## src/nis_pkg.sv

```systemverilog
// Constants for the next instruction sequencer.
// Assumes a 48-bit storage word holding two 24-bit instructions, f6 b3 m15.
//
// Contract
// - Resume a storage wait only on begin pulse while wait flag is set.
// - Full fetch loads the whole 48-bit storage word into program control reg.
// - Half fetch moves lower 24 bits up, no storage reference.
// - Full fetch entered from full exit, jump exit or initial start.
// - Later segment entered from half exit or full fetch resume.
// - Full fetch: initiate, wait, resume, set flag, clear reg, load word.
// - Half fetch: clear flag, clear upper half, copy lower to upper.
// - Initial start fetches once after master clear; later starts execute directly.
// - Sweep mode suppresses instruction initiates and re-enters fetch by flag.
// - Step key sets first latch; fetch moves it into main stop latch.
// - Breakpoint compare on program address blocks the final fetch step.
// - Program stops act in instruction sequences; fault stops just halt.
// - Restart from stop clears the main stop latch.
// - Designator 1-6: index via intermediate to adder input; copy control reg.
// - Fetch end: clear exchange, partial add, Q forward, complement X, R forward.
// - Interrupt entry saves address at 00007, saves flag, sets request block.
// - While request block is set, no further interrupt is acknowledged.
// - Jump fetch of location 00007 sets routine finished flag.
// - Next jump fetch clears both flags; resumes upper or half path by saved flag.
// - Designator 7 is indirect except codes 22, 23, 74, 75, 76.
// - Indirect read replaces designator and address with lower 18 bits.
// - Indirect step repeats while the new designator is 7.
// - Indirect applies also to codes using the address as operand.
// - Full fetch sets pair position flag; half fetch clears it.
// - Jump exit enters full fetch without advancing the program address.
package nis_pkg;
  localparam int WORD_W   = 48;
  localparam int INSTR_W  = 24;
  localparam int ADDR_W   = 15;
  localparam int BM_W     = 18;
  localparam int F_LSB    = 18;
  localparam int B_LSB    = 15;
  localparam logic [2:0] B_INDIRECT = 3'h7;
  localparam logic [2:0] B_NONE     = 3'h0;
  localparam logic [5:0] F_DIR0 = 6'h12;  // octal 22
  localparam logic [5:0] F_DIR1 = 6'h13;  // octal 23
  localparam logic [5:0] F_DIR2 = 6'h3C;  // octal 74
  localparam logic [5:0] F_DIR3 = 6'h3D;  // octal 75
  localparam logic [5:0] F_DIR4 = 6'h3E;  // octal 76
  localparam logic [14:0] IRQ_ADDR = 15'h0007;
  localparam logic [14:0] P_RESET  = 15'h0000;

  typedef enum logic [3:0] {
    NIS_IDLE, NIS_FULL_WAIT, NIS_FULL_LOAD, NIS_HALF, NIS_INDEX,
    NIS_CHECK, NIS_IND_WAIT, NIS_IND_LOAD, NIS_FINAL, NIS_HOLD
  } nis_state_t;
endpackage : nis_pkg

```

## src/nis_sequencer.sv

```systemverilog
// Next instruction fetch sequencer.
// Assumes storage answers with a begin pulse, then a resume with data valid.
`timescale 1ns/1ps
module nis_sequencer (
  // Clock and reset
  input  wire logic        clk,
  input  wire logic        sys_rst,
  // Console
  input  wire logic        master_clear,
  input  wire logic        start_key,
  input  wire logic        step_key,
  input  wire logic        sweep_mode,
  input  wire logic [14:0] breakpoint_addr,
  input  wire logic        breakpoint_en,
  // Exits from instruction sequences
  input  wire logic        full_exit,
  input  wire logic        half_exit,
  input  wire logic        jump_exit,
  input  wire logic [14:0] jump_target,
  input  wire logic        program_stop,
  input  wire logic        fault_stop,
  // Interrupt entry from the acknowledge sequence
  input  wire logic        irq_enter,
  // Storage sequence
  input  wire logic        stor_begin,
  input  wire logic        stor_resume,
  input  wire logic [47:0] stor_data,
  output logic             stor_init,
  output logic [14:0]      stor_addr,
  output logic [14:0]      stor_wdata,
  output logic             stor_write,
  // Index path
  output logic [2:0]       index_sel,
  output logic             index_to_adder,
  // Handoff to instruction sequences
  output logic             instr_init,
  output logic [23:0]      instr_word,
  output logic             prelim_cmds,
  output logic             copy_ctrl_fwd,
  // Status
  output logic [47:0]      program_control_reg,
  output logic [14:0]      program_addr,
  output logic             pair_position_flag,
  output logic             main_stop_latch,
  output logic             second_request_block,
  output logic             saved_pair_position,
  output logic             routine_finished_flag,
  output logic             irq_ack_allowed,
  output logic             running
);

  nis_pkg::nis_state_t state;
  logic       initial_start_done;
  logic       first_stop_latch;
  logic       wait_storage;
  logic       began;
  logic       via_jump;
  logic       skip_fetch;
  logic [5:0] f_code;
  logic [2:0] b_desig;
  logic       is_direct_code;
  logic       bp_hit;
  logic       stop_now;
  logic       sweep_refetch;

  assign f_code  = program_control_reg[47:42];
  assign b_desig = program_control_reg[41:39];
  assign is_direct_code = (f_code == nis_pkg::F_DIR0) || (f_code == nis_pkg::F_DIR1) ||
                          (f_code == nis_pkg::F_DIR2) || (f_code == nis_pkg::F_DIR3) ||
                          (f_code == nis_pkg::F_DIR4);
  assign bp_hit   = breakpoint_en && (program_addr == breakpoint_addr);
  assign stop_now = first_stop_latch || bp_hit;
  // Sweep refetches by itself; storage path only when no lower word waits
  assign sweep_refetch = (state == nis_pkg::NIS_FINAL) && sweep_mode && !pair_position_flag &&
                         !master_clear;

  // Main fetch chain
  always_ff @(posedge clk or posedge sys_rst) begin
    if (sys_rst) begin
      state <= nis_pkg::NIS_IDLE;
    end else if (master_clear) begin
      state <= nis_pkg::NIS_IDLE;
    end else begin
      unique case (state)
        nis_pkg::NIS_IDLE: begin
          if (full_exit || jump_exit || (start_key && !initial_start_done)) begin
            state <= nis_pkg::NIS_FULL_WAIT;
          end else if (half_exit) begin
            state <= nis_pkg::NIS_HALF;
          end
        end
        nis_pkg::NIS_FULL_WAIT: begin
          if (stor_resume && began) begin
            state <= nis_pkg::NIS_FULL_LOAD;
          end
        end
        nis_pkg::NIS_FULL_LOAD: begin
          state <= skip_fetch ? nis_pkg::NIS_HALF : nis_pkg::NIS_INDEX;
        end
        nis_pkg::NIS_HALF:  state <= nis_pkg::NIS_INDEX;
        nis_pkg::NIS_INDEX: state <= nis_pkg::NIS_CHECK;
        nis_pkg::NIS_CHECK: begin
          if (b_desig == nis_pkg::B_INDIRECT && !is_direct_code) begin
            state <= nis_pkg::NIS_IND_WAIT;
          end else if (stop_now) begin
            state <= nis_pkg::NIS_HOLD;
          end else begin
            state <= nis_pkg::NIS_FINAL;
          end
        end
        nis_pkg::NIS_IND_WAIT: begin
          if (stor_resume && began) begin
            state <= nis_pkg::NIS_IND_LOAD;
          end
        end
        nis_pkg::NIS_IND_LOAD: state <= nis_pkg::NIS_CHECK;
        nis_pkg::NIS_FINAL: begin
          if (sweep_mode) begin
            state <= pair_position_flag ? nis_pkg::NIS_HALF : nis_pkg::NIS_FULL_WAIT;
          end else begin
            state <= nis_pkg::NIS_IDLE;
          end
        end
        nis_pkg::NIS_HOLD: begin
          if (start_key) begin
            state <= nis_pkg::NIS_FINAL;
          end
        end
        default: state <= nis_pkg::NIS_IDLE;
      endcase
    end
  end

  // Storage handshake: begin recorded only while waiting
  always_ff @(posedge clk or posedge sys_rst) begin
    if (sys_rst) begin
      wait_storage <= 1'b0;
      began        <= 1'b0;
      stor_init    <= 1'b0;
      stor_addr    <= nis_pkg::P_RESET;
    end else begin
      stor_init <= 1'b0;
      if ((state == nis_pkg::NIS_IDLE &&
           (full_exit || jump_exit || (start_key && !initial_start_done))) || sweep_refetch) begin
        stor_init    <= 1'b1;
        wait_storage <= 1'b1;
        began        <= 1'b0;
        stor_addr    <= (jump_exit && !sweep_refetch) ? jump_target :
                        ((full_exit || sweep_refetch) ? 15'(program_addr + 15'h0001) :
                         program_addr);
      end else if (state == nis_pkg::NIS_CHECK && b_desig == nis_pkg::B_INDIRECT &&
                   !is_direct_code) begin
        stor_init    <= 1'b1;
        wait_storage <= 1'b1;
        began        <= 1'b0;
        stor_addr    <= program_control_reg[38:24];
      end else if (stor_resume && began) begin
        wait_storage <= 1'b0;
        began        <= 1'b0;
      end else if (stor_begin && wait_storage) begin
        began <= 1'b1;
      end
      // Return address goes to the fixed save location
      if (irq_enter && !second_request_block) begin
        stor_addr <= nis_pkg::IRQ_ADDR;
      end
    end
  end

  // Program address
  always_ff @(posedge clk or posedge sys_rst) begin
    if (sys_rst) begin
      program_addr <= nis_pkg::P_RESET;
    end else if (master_clear) begin
      program_addr <= nis_pkg::P_RESET;
    end else if (state == nis_pkg::NIS_IDLE && jump_exit) begin
      program_addr <= jump_target;
    end else if ((state == nis_pkg::NIS_IDLE && full_exit) || sweep_refetch) begin
      program_addr <= 15'(program_addr + 15'h0001);
    end
  end

  // Program control register
  always_ff @(posedge clk or posedge sys_rst) begin
    if (sys_rst) begin
      program_control_reg <= '0;
    end else if (state == nis_pkg::NIS_FULL_LOAD) begin
      program_control_reg <= stor_data;
    end else if (state == nis_pkg::NIS_HALF) begin
      program_control_reg[47:24] <= program_control_reg[23:0];
    end else if (state == nis_pkg::NIS_IND_LOAD) begin
      program_control_reg[41:24] <= stor_data[17:0];
    end
  end

  // Pair position flag
  always_ff @(posedge clk or posedge sys_rst) begin
    if (sys_rst) begin
      pair_position_flag <= 1'b0;
    end else if (state == nis_pkg::NIS_FULL_LOAD) begin
      pair_position_flag <= 1'b1;
    end else if (state == nis_pkg::NIS_HALF) begin
      pair_position_flag <= 1'b0;
    end
  end

  // Start and stop latches
  always_ff @(posedge clk or posedge sys_rst) begin
    if (sys_rst) begin
      initial_start_done <= 1'b0;
      first_stop_latch   <= 1'b0;
      main_stop_latch    <= 1'b0;
      running            <= 1'b0;
    end else if (master_clear) begin
      initial_start_done <= 1'b0;
      first_stop_latch   <= 1'b0;
      main_stop_latch    <= 1'b0;
      running            <= 1'b0;
    end else begin
      if (start_key) begin
        initial_start_done <= 1'b1;
        running            <= 1'b1;
      end else if (fault_stop) begin
        running <= 1'b0;
      end
      if (step_key) begin
        first_stop_latch <= 1'b1;
      end else if (state == nis_pkg::NIS_CHECK && stop_now) begin
        first_stop_latch <= 1'b0;
      end
      if (state == nis_pkg::NIS_CHECK && stop_now) begin
        main_stop_latch <= 1'b1;
      end else if (program_stop) begin
        main_stop_latch <= 1'b1;
      end else if (start_key) begin
        main_stop_latch <= 1'b0;
      end
    end
  end

  // Handoff, index setup and common preliminary commands
  always_ff @(posedge clk or posedge sys_rst) begin
    if (sys_rst) begin
      instr_init     <= 1'b0;
      instr_word     <= '0;
      prelim_cmds    <= 1'b0;
      index_sel      <= nis_pkg::B_NONE;
      index_to_adder <= 1'b0;
      copy_ctrl_fwd  <= 1'b0;
    end else begin
      index_to_adder <= 1'b0;
      copy_ctrl_fwd  <= 1'b0;
      prelim_cmds    <= 1'b0;
      instr_init     <= 1'b0;
      if (state == nis_pkg::NIS_INDEX) begin
        copy_ctrl_fwd <= 1'b1;
        if (b_desig != nis_pkg::B_NONE && b_desig != nis_pkg::B_INDIRECT) begin
          index_sel      <= b_desig;
          index_to_adder <= 1'b1;
        end
      end
      if (state == nis_pkg::NIS_FINAL) begin
        prelim_cmds <= 1'b1;
        instr_word  <= program_control_reg[47:24];
        instr_init  <= !sweep_mode;
      end
    end
  end

  // Interrupt bookkeeping
  always_ff @(posedge clk or posedge sys_rst) begin
    if (sys_rst) begin
      second_request_block  <= 1'b0;
      saved_pair_position   <= 1'b0;
      routine_finished_flag <= 1'b0;
      skip_fetch            <= 1'b0;
      via_jump              <= 1'b0;
      stor_write            <= 1'b0;
      stor_wdata            <= '0;
      irq_ack_allowed       <= 1'b0;
    end else begin
      stor_write      <= 1'b0;
      irq_ack_allowed <= !second_request_block && !irq_enter;
      if (state == nis_pkg::NIS_IDLE && (full_exit || jump_exit)) begin
        via_jump <= jump_exit;
      end else if (sweep_refetch) begin
        via_jump <= 1'b0;
      end
      if (irq_enter && !second_request_block) begin
        stor_write           <= 1'b1;
        stor_wdata           <= program_addr;
        saved_pair_position  <= pair_position_flag;
        second_request_block <= 1'b1;
      end else if (state == nis_pkg::NIS_FULL_WAIT && stor_resume && began && via_jump) begin
        if (routine_finished_flag) begin
          second_request_block  <= 1'b0;
          routine_finished_flag <= 1'b0;
          skip_fetch            <= !saved_pair_position;
        end else if (program_addr == nis_pkg::IRQ_ADDR) begin
          routine_finished_flag <= 1'b1;
        end
      end else if (state == nis_pkg::NIS_FULL_LOAD) begin
        skip_fetch <= 1'b0;
      end
    end
  end

  // Sequence ordering checks
  resume_needs_begin_a: assert property (@(posedge clk) disable iff (sys_rst)
    (state == nis_pkg::NIS_FULL_WAIT && stor_resume && !began && !master_clear)
      |=> state == nis_pkg::NIS_FULL_WAIT)
    else $error("resume without begin advanced fetch");
  full_load_word_a: assert property (@(posedge clk) disable iff (sys_rst)
    state == nis_pkg::NIS_FULL_LOAD |=> program_control_reg == $past(stor_data))
    else $error("full fetch did not load word");
  half_move_a: assert property (@(posedge clk) disable iff (sys_rst)
    state == nis_pkg::NIS_HALF |=>
      program_control_reg[47:24] == $past(program_control_reg[23:0]) && !pair_position_flag)
    else $error("half fetch move wrong");
  full_entry_a: assert property (@(posedge clk) disable iff (sys_rst)
    (state == nis_pkg::NIS_IDLE && !master_clear && (full_exit || jump_exit)) |=>
      stor_init && state == nis_pkg::NIS_FULL_WAIT)
    else $error("full fetch entry did not initiate storage");
  flag_set_a: assert property (@(posedge clk) disable iff (sys_rst)
    state == nis_pkg::NIS_FULL_LOAD |=> pair_position_flag)
    else $error("pair flag not set by full fetch");
  indirect_sub_a: assert property (@(posedge clk) disable iff (sys_rst)
    state == nis_pkg::NIS_IND_LOAD |=>
      program_control_reg[41:24] == $past(stor_data[17:0]) && state == nis_pkg::NIS_CHECK)
    else $error("indirect substitution wrong");
  direct_codes_a: assert property (@(posedge clk) disable iff (sys_rst)
    (state == nis_pkg::NIS_CHECK && is_direct_code && !master_clear) |=>
      state != nis_pkg::NIS_IND_WAIT)
    else $error("direct code went indirect");
  stop_blocks_a: assert property (@(posedge clk) disable iff (sys_rst)
    (state == nis_pkg::NIS_CHECK && stop_now && b_desig != nis_pkg::B_INDIRECT &&
     !master_clear) |=> state == nis_pkg::NIS_HOLD ##1 !instr_init)
    else $error("stop did not block final step");
  sweep_none_a: assert property (@(posedge clk) disable iff (sys_rst)
    sweep_mode && state == nis_pkg::NIS_FINAL |=> !instr_init && prelim_cmds)
    else $error("sweep mode initiated instruction");
  lockout_ack_a: assert property (@(posedge clk) disable iff (sys_rst)
    second_request_block |=> !irq_ack_allowed)
    else $error("ack allowed under lockout");
  irq_save_a: assert property (@(posedge clk) disable iff (sys_rst)
    (irq_enter && !second_request_block) |=>
      second_request_block && saved_pair_position == $past(pair_position_flag))
    else $error("interrupt entry not recorded");
  half_entry_a: assert property (@(posedge clk) disable iff (sys_rst)
    (state == nis_pkg::NIS_IDLE && half_exit && !full_exit && !jump_exit && !start_key &&
     !master_clear) |=> state == nis_pkg::NIS_HALF)
    else $error("half exit did not enter half fetch");
  index_route_a: assert property (@(posedge clk) disable iff (sys_rst)
    (state == nis_pkg::NIS_INDEX && b_desig != nis_pkg::B_NONE &&
     b_desig != nis_pkg::B_INDIRECT) |=>
      index_to_adder && copy_ctrl_fwd && index_sel == $past(b_desig))
    else $error("index setup missing");
  prelim_end_a: assert property (@(posedge clk) disable iff (sys_rst)
    state == nis_pkg::NIS_FINAL |=> prelim_cmds)
    else $error("common commands missing at fetch end");
  restart_clear_a: assert property (@(posedge clk) disable iff (sys_rst)
    (state == nis_pkg::NIS_HOLD && start_key && !program_stop) |=> !main_stop_latch)
    else $error("restart left stop latch set");
  indirect_init_a: assert property (@(posedge clk) disable iff (sys_rst)
    (state == nis_pkg::NIS_CHECK && b_desig == nis_pkg::B_INDIRECT && !is_direct_code &&
     !master_clear) |=> stor_init && state == nis_pkg::NIS_IND_WAIT)
    else $error("indirect designator did not start a reference");
  sweep_refetch_a: assert property (@(posedge clk) disable iff (sys_rst)
    sweep_refetch |=> stor_init && state == nis_pkg::NIS_FULL_WAIT)
    else $error("sweep did not refetch");
  start_once_a: assert property (@(posedge clk) disable iff (sys_rst)
    (state == nis_pkg::NIS_IDLE && start_key && initial_start_done && !full_exit &&
     !jump_exit) |=> !stor_init)
    else $error("second start fetched from storage");
  routine_set_a: assert property (@(posedge clk) disable iff (sys_rst)
    (state == nis_pkg::NIS_FULL_WAIT && stor_resume && began && via_jump && !irq_enter &&
     !routine_finished_flag && program_addr == nis_pkg::IRQ_ADDR) |=> routine_finished_flag)
    else $error("return fetch did not mark routine finished");

endmodule : nis_sequencer

```

## config.mk

```make
export PLATFORM = sky130hd
export DESIGN_NAME = nis_sequencer
export DESIGN_NICKNAME = d
export VERILOG_FILES = /design/src/nis_pkg.sv /design/src/nis_sequencer.sv
export SDC_FILE = /design/constraint.sdc
export NUM_CORES = 1
export LEC_CHECK = 0
export BUFFER_PORTS_ARGS = -buffer_cell sky130_fd_sc_hd__buf_2
export CAP_MARGIN = 20
export CORE_UTILIZATION = 56
export DETAILED_ROUTE_END_ITERATION = 7
export MAX_ROUTING_LAYER = met4
export PLACE_DENSITY = 0.86
export SLEW_MARGIN = 20
export SYNTH_ARGS = -nofsm -noshare
export SYNTH_HDL_FRONTEND = slang
export SYNTH_SLANG_ARGS = --single-unit
```

## constraint.sdc

```tcl
create_clock -name clk -period 12.2 [get_ports clk]
set_input_delay 0.61 -clock clk [delete_from_list [all_inputs] [get_ports clk]]
set_output_delay 0.61 -clock clk [all_outputs]
set_load 0.05 [all_outputs]
```

# Yosys cells after proc, flatten, opt, wreduce, memory -nomap -nowiden
# Index checks and enable logic that the tools add are counted.
word_totals:
  register_bits: 143
  in_bits: 93
  word_cells: 179
classes:
  n_addsub: 1
  n_eq_ne: 23
  mux: 63
  bitwise: 1
  n_reduce_logical: 63
op_table:
  columns: ["operator", "n"]
  rows:
  - ["2-to-1 mux 15 bit", 8]
  - ["2-to-1 mux 1 bit", 40]
  - ["2-to-1 mux 18 bit", 2]
  - ["case mux 4 bit (9 select lines)", 1]
  - ["2-to-1 mux 4 bit", 7]
  - ["2-to-1 mux 24 bit", 1]
  - ["logical AND 1 bit", 22]
  - ["nonzero test 3 bit", 7]
  - ["== test 6 bit (second input constant)", 3]
  - ["== test 4 x 3 -> 1 bit (second input constant)", 4]
  - ["adder 15 x 1 -> 15 bit (second input constant)", 1]
  - ["== test 15 bit", 1]
  - ["== test 15 x 3 -> 1 bit (second input constant)", 1]
  - ["== test 6 x 5 -> 1 bit (second input constant)", 2]
  - ["!= test 3 bit (second input constant)", 4]
  - ["nonzero test 2 bit", 6]
  - ["logical OR 1 bit", 10]
  - ["zero test 1 bit", 9]
  - ["== test 4 x 2 -> 1 bit (second input constant)", 2]
  - ["== test 4 bit (second input constant)", 2]
  - ["nonzero test 4 bit", 2]
  - ["2-to-1 mux 6 bit", 1]
  - ["AND reduction 2 bit", 3]
  - ["== test 4 x 1 -> 1 bit (second input constant)", 1]
  - ["other kinds (10)", 11]

# Depth between registers and ports, before layout
logic_depth:
  ltp_word: 10
  depth_mapped: 10
  depth_no_buf: 6

# Least setup slack after synthesis
# OpenSTA, ideal clock, no wires.
synth_path:
  kind: "flip-flop to flip-flop"
  from: "register program_addr[1]"
  to: "register stor_addr[14]"
  arrival_ns: 2.510
  required_time_ns: 12.054
  slack_ns: 9.544
  stages_incl_launch_ff: 7
  path_buffers: 0
  period_less_slack_ns: 2.656
  cell_sequence: "dfrtp_1 ha_1 nand3_1 or4_1 o211a_1 a2111oi_0 a311oi_1"
synth_between:
  elab_chain_len: 5
synth_lines:
  columns: ["item", "line", "rtl"]
  rows:
  - ["start: declaration", "nis_sequencer.sv:42", "output logic [14:0] program_addr,"]
  - ["start signal: assignment", "nis_sequencer.sv:173", "program_addr <= nis_pkg::P_RESET;"]
  - ["start signal: assignment", "nis_sequencer.sv:175", "program_addr <= nis_pkg::P_RESET;"]
  - ["start signal: assignment", "nis_sequencer.sv:177", "program_addr <= jump_target;"]
  - ["adder 15 x 1 -> 15 bit", "nis_sequencer.sv:149", "((full_exit || sweep_refetch) ? 15'(program_addr + 15'h0001) :"]
  - ["2-to-1 mux 15 bit", "nis_sequencer.sv:149", null]
  - ["2-to-1 mux 15 bit", "nis_sequencer.sv:148", "stor_addr <= (jump_exit && !sweep_refetch) ? jump_target :"]
  - ["2-to-1 mux 15 bit", "nis_sequencer.sv:143", "if ((state == nis_pkg::NIS_IDLE &&"]
  - ["2-to-1 mux 15 bit", "nis_sequencer.sv:164", "if (irq_enter && !second_request_block) begin"]
  - ["end signal: assignment", "nis_sequencer.sv:148", null]
  - ["end signal: assignment", "nis_sequencer.sv:156", "stor_addr <= program_control_reg[38:24];"]
  - ["end signal: assignment", "nis_sequencer.sv:165", "stor_addr <= nis_pkg::IRQ_ADDR;"]
  - ["end: declaration", "nis_sequencer.sv:29", "output logic [14:0] stor_addr,"]
# No other way between the ends.
# A chain may end at the register's enable or synchronous reset.

# Final worst setup path
layout_path:
  from: "register state[0]"
  to: "register stor_addr[12]"
layout_between:
  elab_chain_len: 9
layout_lines:
  columns: ["item", "line", "rtl"]
  rows:
  - ["start: declaration", "nis_sequencer.sv:52", "nis_pkg::nis_state_t state;"]
  - ["start signal: assignment", "nis_sequencer.sv:80", "state <= nis_pkg::NIS_IDLE;"]
  - ["start signal: assignment", "nis_sequencer.sv:82", "state <= nis_pkg::NIS_IDLE;"]
  - ["start signal: assignment", "nis_sequencer.sv:87", "state <= nis_pkg::NIS_FULL_WAIT;"]
  - ["== test 4 bit", "nis_sequencer.sv:74", "assign sweep_refetch = (state == nis_pkg::NIS_FINAL) && sweep_mode && !pair_position_flag &&"]
  - ["logical AND 1 bit (3 in series)", "nis_sequencer.sv:74", null]
  - ["logical OR 1 bit or zero test 1 bit (tied branches)", "nis_sequencer.sv:149, nis_sequencer.sv:148", null]
  - ["2-to-1 mux 15 bit or logical AND 1 bit (tied branches)", "nis_sequencer.sv:149, nis_sequencer.sv:148", null]
  - ["2-to-1 mux 15 bit", "nis_sequencer.sv:148", null]
  - ["2-to-1 mux 15 bit", "nis_sequencer.sv:143", null]
  - ["2-to-1 mux 15 bit", "nis_sequencer.sv:164", null]
# Several ways; a longest one is shown, not always the timed one.

==> key figures <==
Run status
  – Outcome: completed

Die
  – Chip Height: 116 µm
  – Core Rows: 41
  – Total I/O pin count: 226
  – Initial Utilization: 0.576
  – Total Die Area: 13500 µm²
  – Placeable Area: 12700 µm²
  – Die Span X: 116 µm

Critical path
  – Cell with the largest stage delay on the worst path: sky130_fd_sc_hd__a21oi_2
  – Count of cells along the worst register-to-register path: 7
  – Peak fanout along the critical path: 40
  – Beginning of the critical path: state[0]
  – Data arrival time of the critical path: 3.73 ns
  – Critical path startpoint category: register
  – Worst Path Required: 12.49 ns
  – Setup slack of the most critical reg-to-reg path: 8.76 ns
  – Worst setup path category: reg2reg
  – Startpoint of the worst-slack reg-to-reg timing path: state[0]
  – Reg-to-Reg End: stor_addr[12]
  – Ordered cell list for the critical path: buf_4, or4b_2, clkinv_4, a21oi_2, nor4_1, a2111oi_0, a311oi_1
  – Kind of end point of the critical path: register
  – Highest cell delay on the worst timing path: 0.78 ns
  – Worst setup path endpoint: stor_addr[12]

Clock tree
  – Post-CTS setup buffers: 0
  – Deepest level of the CTS H-tree: 4
  – Post-cts hold buffer count: 0
  – Clock tree from TritonCTS: built
  – Clock-pin slew reported for the worst setup and hold paths after clock tree synthesis: 0.06 ns
  – Clock buffer count from CTS: 17
  – Resize count post-CTS: 0
  – Number of sinks handled by clock tree synthesis: 143
  – Clock buffer depth: 2
  – Root Buffer Master: sky130_fd_sc_hd__clkbuf_16
  – Clock latency at the later pin of the worst-skew pair: 0.43 ns

Synth
  – Synth area leaders: sky130_fd_sc_hd__dfrtp_1, sky130_fd_sc_hd__nand2_1, sky130_fd_sc_hd__o21ai_0
  – YS warnings: 0
  – Predominant post-synthesis flop cell: sky130_fd_sc_hd__dfrtp_1
  – Post-synth EDFFs: 0
  – Post-synth top area cell: sky130_fd_sc_hd__dfrtp_1
  – Syn avg cell area: 9.09 µm²
  – Sequential area share after synthesis: 0.490
  – Area fraction of the dominant cell type after synthesis: 0.490
  – Cell area after technology mapping: 7300 µm²
  – Post-synth net total: 897
  – Distinct cell type count of the synthesized netlist: 63
  – Flip-flop and latch count after synthesis: 143
  – Gate count of the mapped netlist: 803
  – Ys async rst share: 1.00

Layout
  – Most frequent standard cell in the layout excluding fill and tap cells: sky130_fd_sc_hd__buf_2
  – Area occupied by multi-input gates: 3410 µm²
  – Ant. Diodes: 0
  – Number of filler instances in the final layout: 984
  – Area growth from synthesis to final layout: 23.6%
  – Total number of nets in the final design: 1088
  – Register area: 3580 µm²
  – Most frequent cells in the layout: sky130_fd_sc_hd__buf_2, sky130_fd_sc_hd__nand2_1, sky130_fd_sc_hd__dfrtp_1, sky130_fd_sc_hd__o21ai_0, sky130_fd_sc_hd__nor2_1
  – Flip-flop count of the largest register, all copies and words added: 48
  – Layout cells sized above 1: 0.304

Global routing
  – Global-route wire length before repair: 33.9 mm
  – Sum of overflow across all layers after global routing: 0
  – Maximum number of pins on one net before global-route repair: 74
  – Via count of the first global-routing pass: 6559
  – GR Util All Layers: 0.346
  – Antenna violations before repair: 0

Routing
  – Antenna-violating nets left: 0
  – Count of routing violations after the opening detailed-route iteration: 690
  – DRC violations left: 0
  – Vias/cell: 6.05
  – Vias: 7128
  – Detailed Route WL: 22.1 mm
  – Post-DR wirelength/cell: 18.8 µm
  – Router iterations before antenna repair: 5

Flow run
  – Max_cap viols: 0

Power
  – Cell leakage power: 4.44 nW
  – Power density normalized to cell area: 318 nW/µm²
  – IR Drop Worst-Case VDD: 0.220 mV

Place
  – Number of port buffers: 225
  – Pre-CTS setup slack: 8.30 ns
  – Final estimated routing congestion in global placement: 0.949
  – Total half-perimeter wirelength after legalization and detailed placement: 15.3 mm

Timing
  – Peak Freq: 291 MHz
  – Worst-Margin Slew: 1.03 ns
  – Final critical path time including I/O delays and setup: 3.44 ns
  – Number of max-slew violations in the final report: 0
  – Worst clock skew: 0.0110 ns
  – Worst slew slack as a fraction of its limit: 0.314
  – Final Hold Fails: 0
  – Smallest setup slack after layout: 8.76 ns
  – Final number of setup-violating endpoints: 0
  – Period utilisation layout: 0.282
  – Setup Total Neg Slack: 0 ns
  – Unrepaired setup endpoints after global routing: no

Hold path
  – Path category of the worst min-delay check: in2async
[worst max-delay path, delay by kind of cell, from the launching register on]
family / cells / cell delay (ns)
AO/OA/AOI/OAI: 3 / 1.30
buffers and inverters: 2 / 0.85
flip-flops: 1 / 0.34
AND/OR/NAND/NOR: 2 / 0.82
[layer usage]
metal  up-vias  track usage  part of all wire
met5         -            -                 0
met4         0        0.170             0.043
met3        83       0.0732             0.087
met2       461        0.539              0.48
met1      3365        0.432              0.39
li1       3219            -                 -
[cells in the mapped netlist, drive strengths merged (8+ instances only)]
master,count
dfrtp,143
nor2,39
nor3,10
xnor2,16
mux2i,29
nor4,9
a22oi,11
buf,12
clkbuf,51
o21ai,65
o211ai,9
nand3,14
nand4,17
o22ai,8
inv,13
a21oi,30
mux2,25
nand2b,11
and3,9
nand2,190
[where the power goes]
part	leakage (nW)	internal, mW	switching (mW)	total, mW
sequential	1.77	0.673	0.216	0.888
combinational	2.40	0.396	1.10	1.50
clock	0.273	0.289	0.198	0.487
[layout make-up]
type,instances,share of cell area
clock buffers,21,0.0510
clock inverters,10,0.00985
inverters,14,0.00693
multi-input cells,583,0.378
flip-flops and latches,143,0.397
well taps,172,0.0239
repair buffers,235,0.133
[worst min path at each step]
| stage | startpoint | endpoint | slack, ns | cells after the start |
|---|---|---|---|---|
| 2_1_floorplan | wait_storage | wait_storage | 0.45 | 1 |
| 3_3_place_gp | second_request_block | irq_ack_allowed | 0.44 | 1 |
| 3_5_place_dp | second_request_block | irq_ack_allowed | 0.45 | 1 |
| 4_1_cts | sys_rst | program_control_reg[31] | 0.30 | 2 |
| 5_1_grt | sys_rst | instr_word[10] | 0.33 | 2 |
| 6_report | sys_rst | instr_word[14] | 0.27 | 2 |
[per-stage QoR]
step	utilization	power, mW	cells	instance area (µm²)	hold WS [ns]
2_1_floorplan	-	1.97	803	7300	0.450
3_3_place_gp	0.668	2.33	1147	8470	0.439
3_5_place_dp	0.668	2.36	1147	8470	0.448
4_1_cts	0.712	2.86	1178	9020	0.302
5_1_grt	0.712	3.00	1178	9020	0.328
6_report	0.712	2.87	1178	9020	0.272
[kinds of logic after synthesis]
group	after synthesis	synth area share
and+or+nand+nor	333	0.211
AOI/OAI and AO/OA	179	0.156
DFF	143	0.490
buffers and inverters	77	0.0432
muxes	54	0.0784
xor gates and xnor gates	16	0.0192
adders and majority gates	1	0.00171
Power figures use the tool's default switching activity.
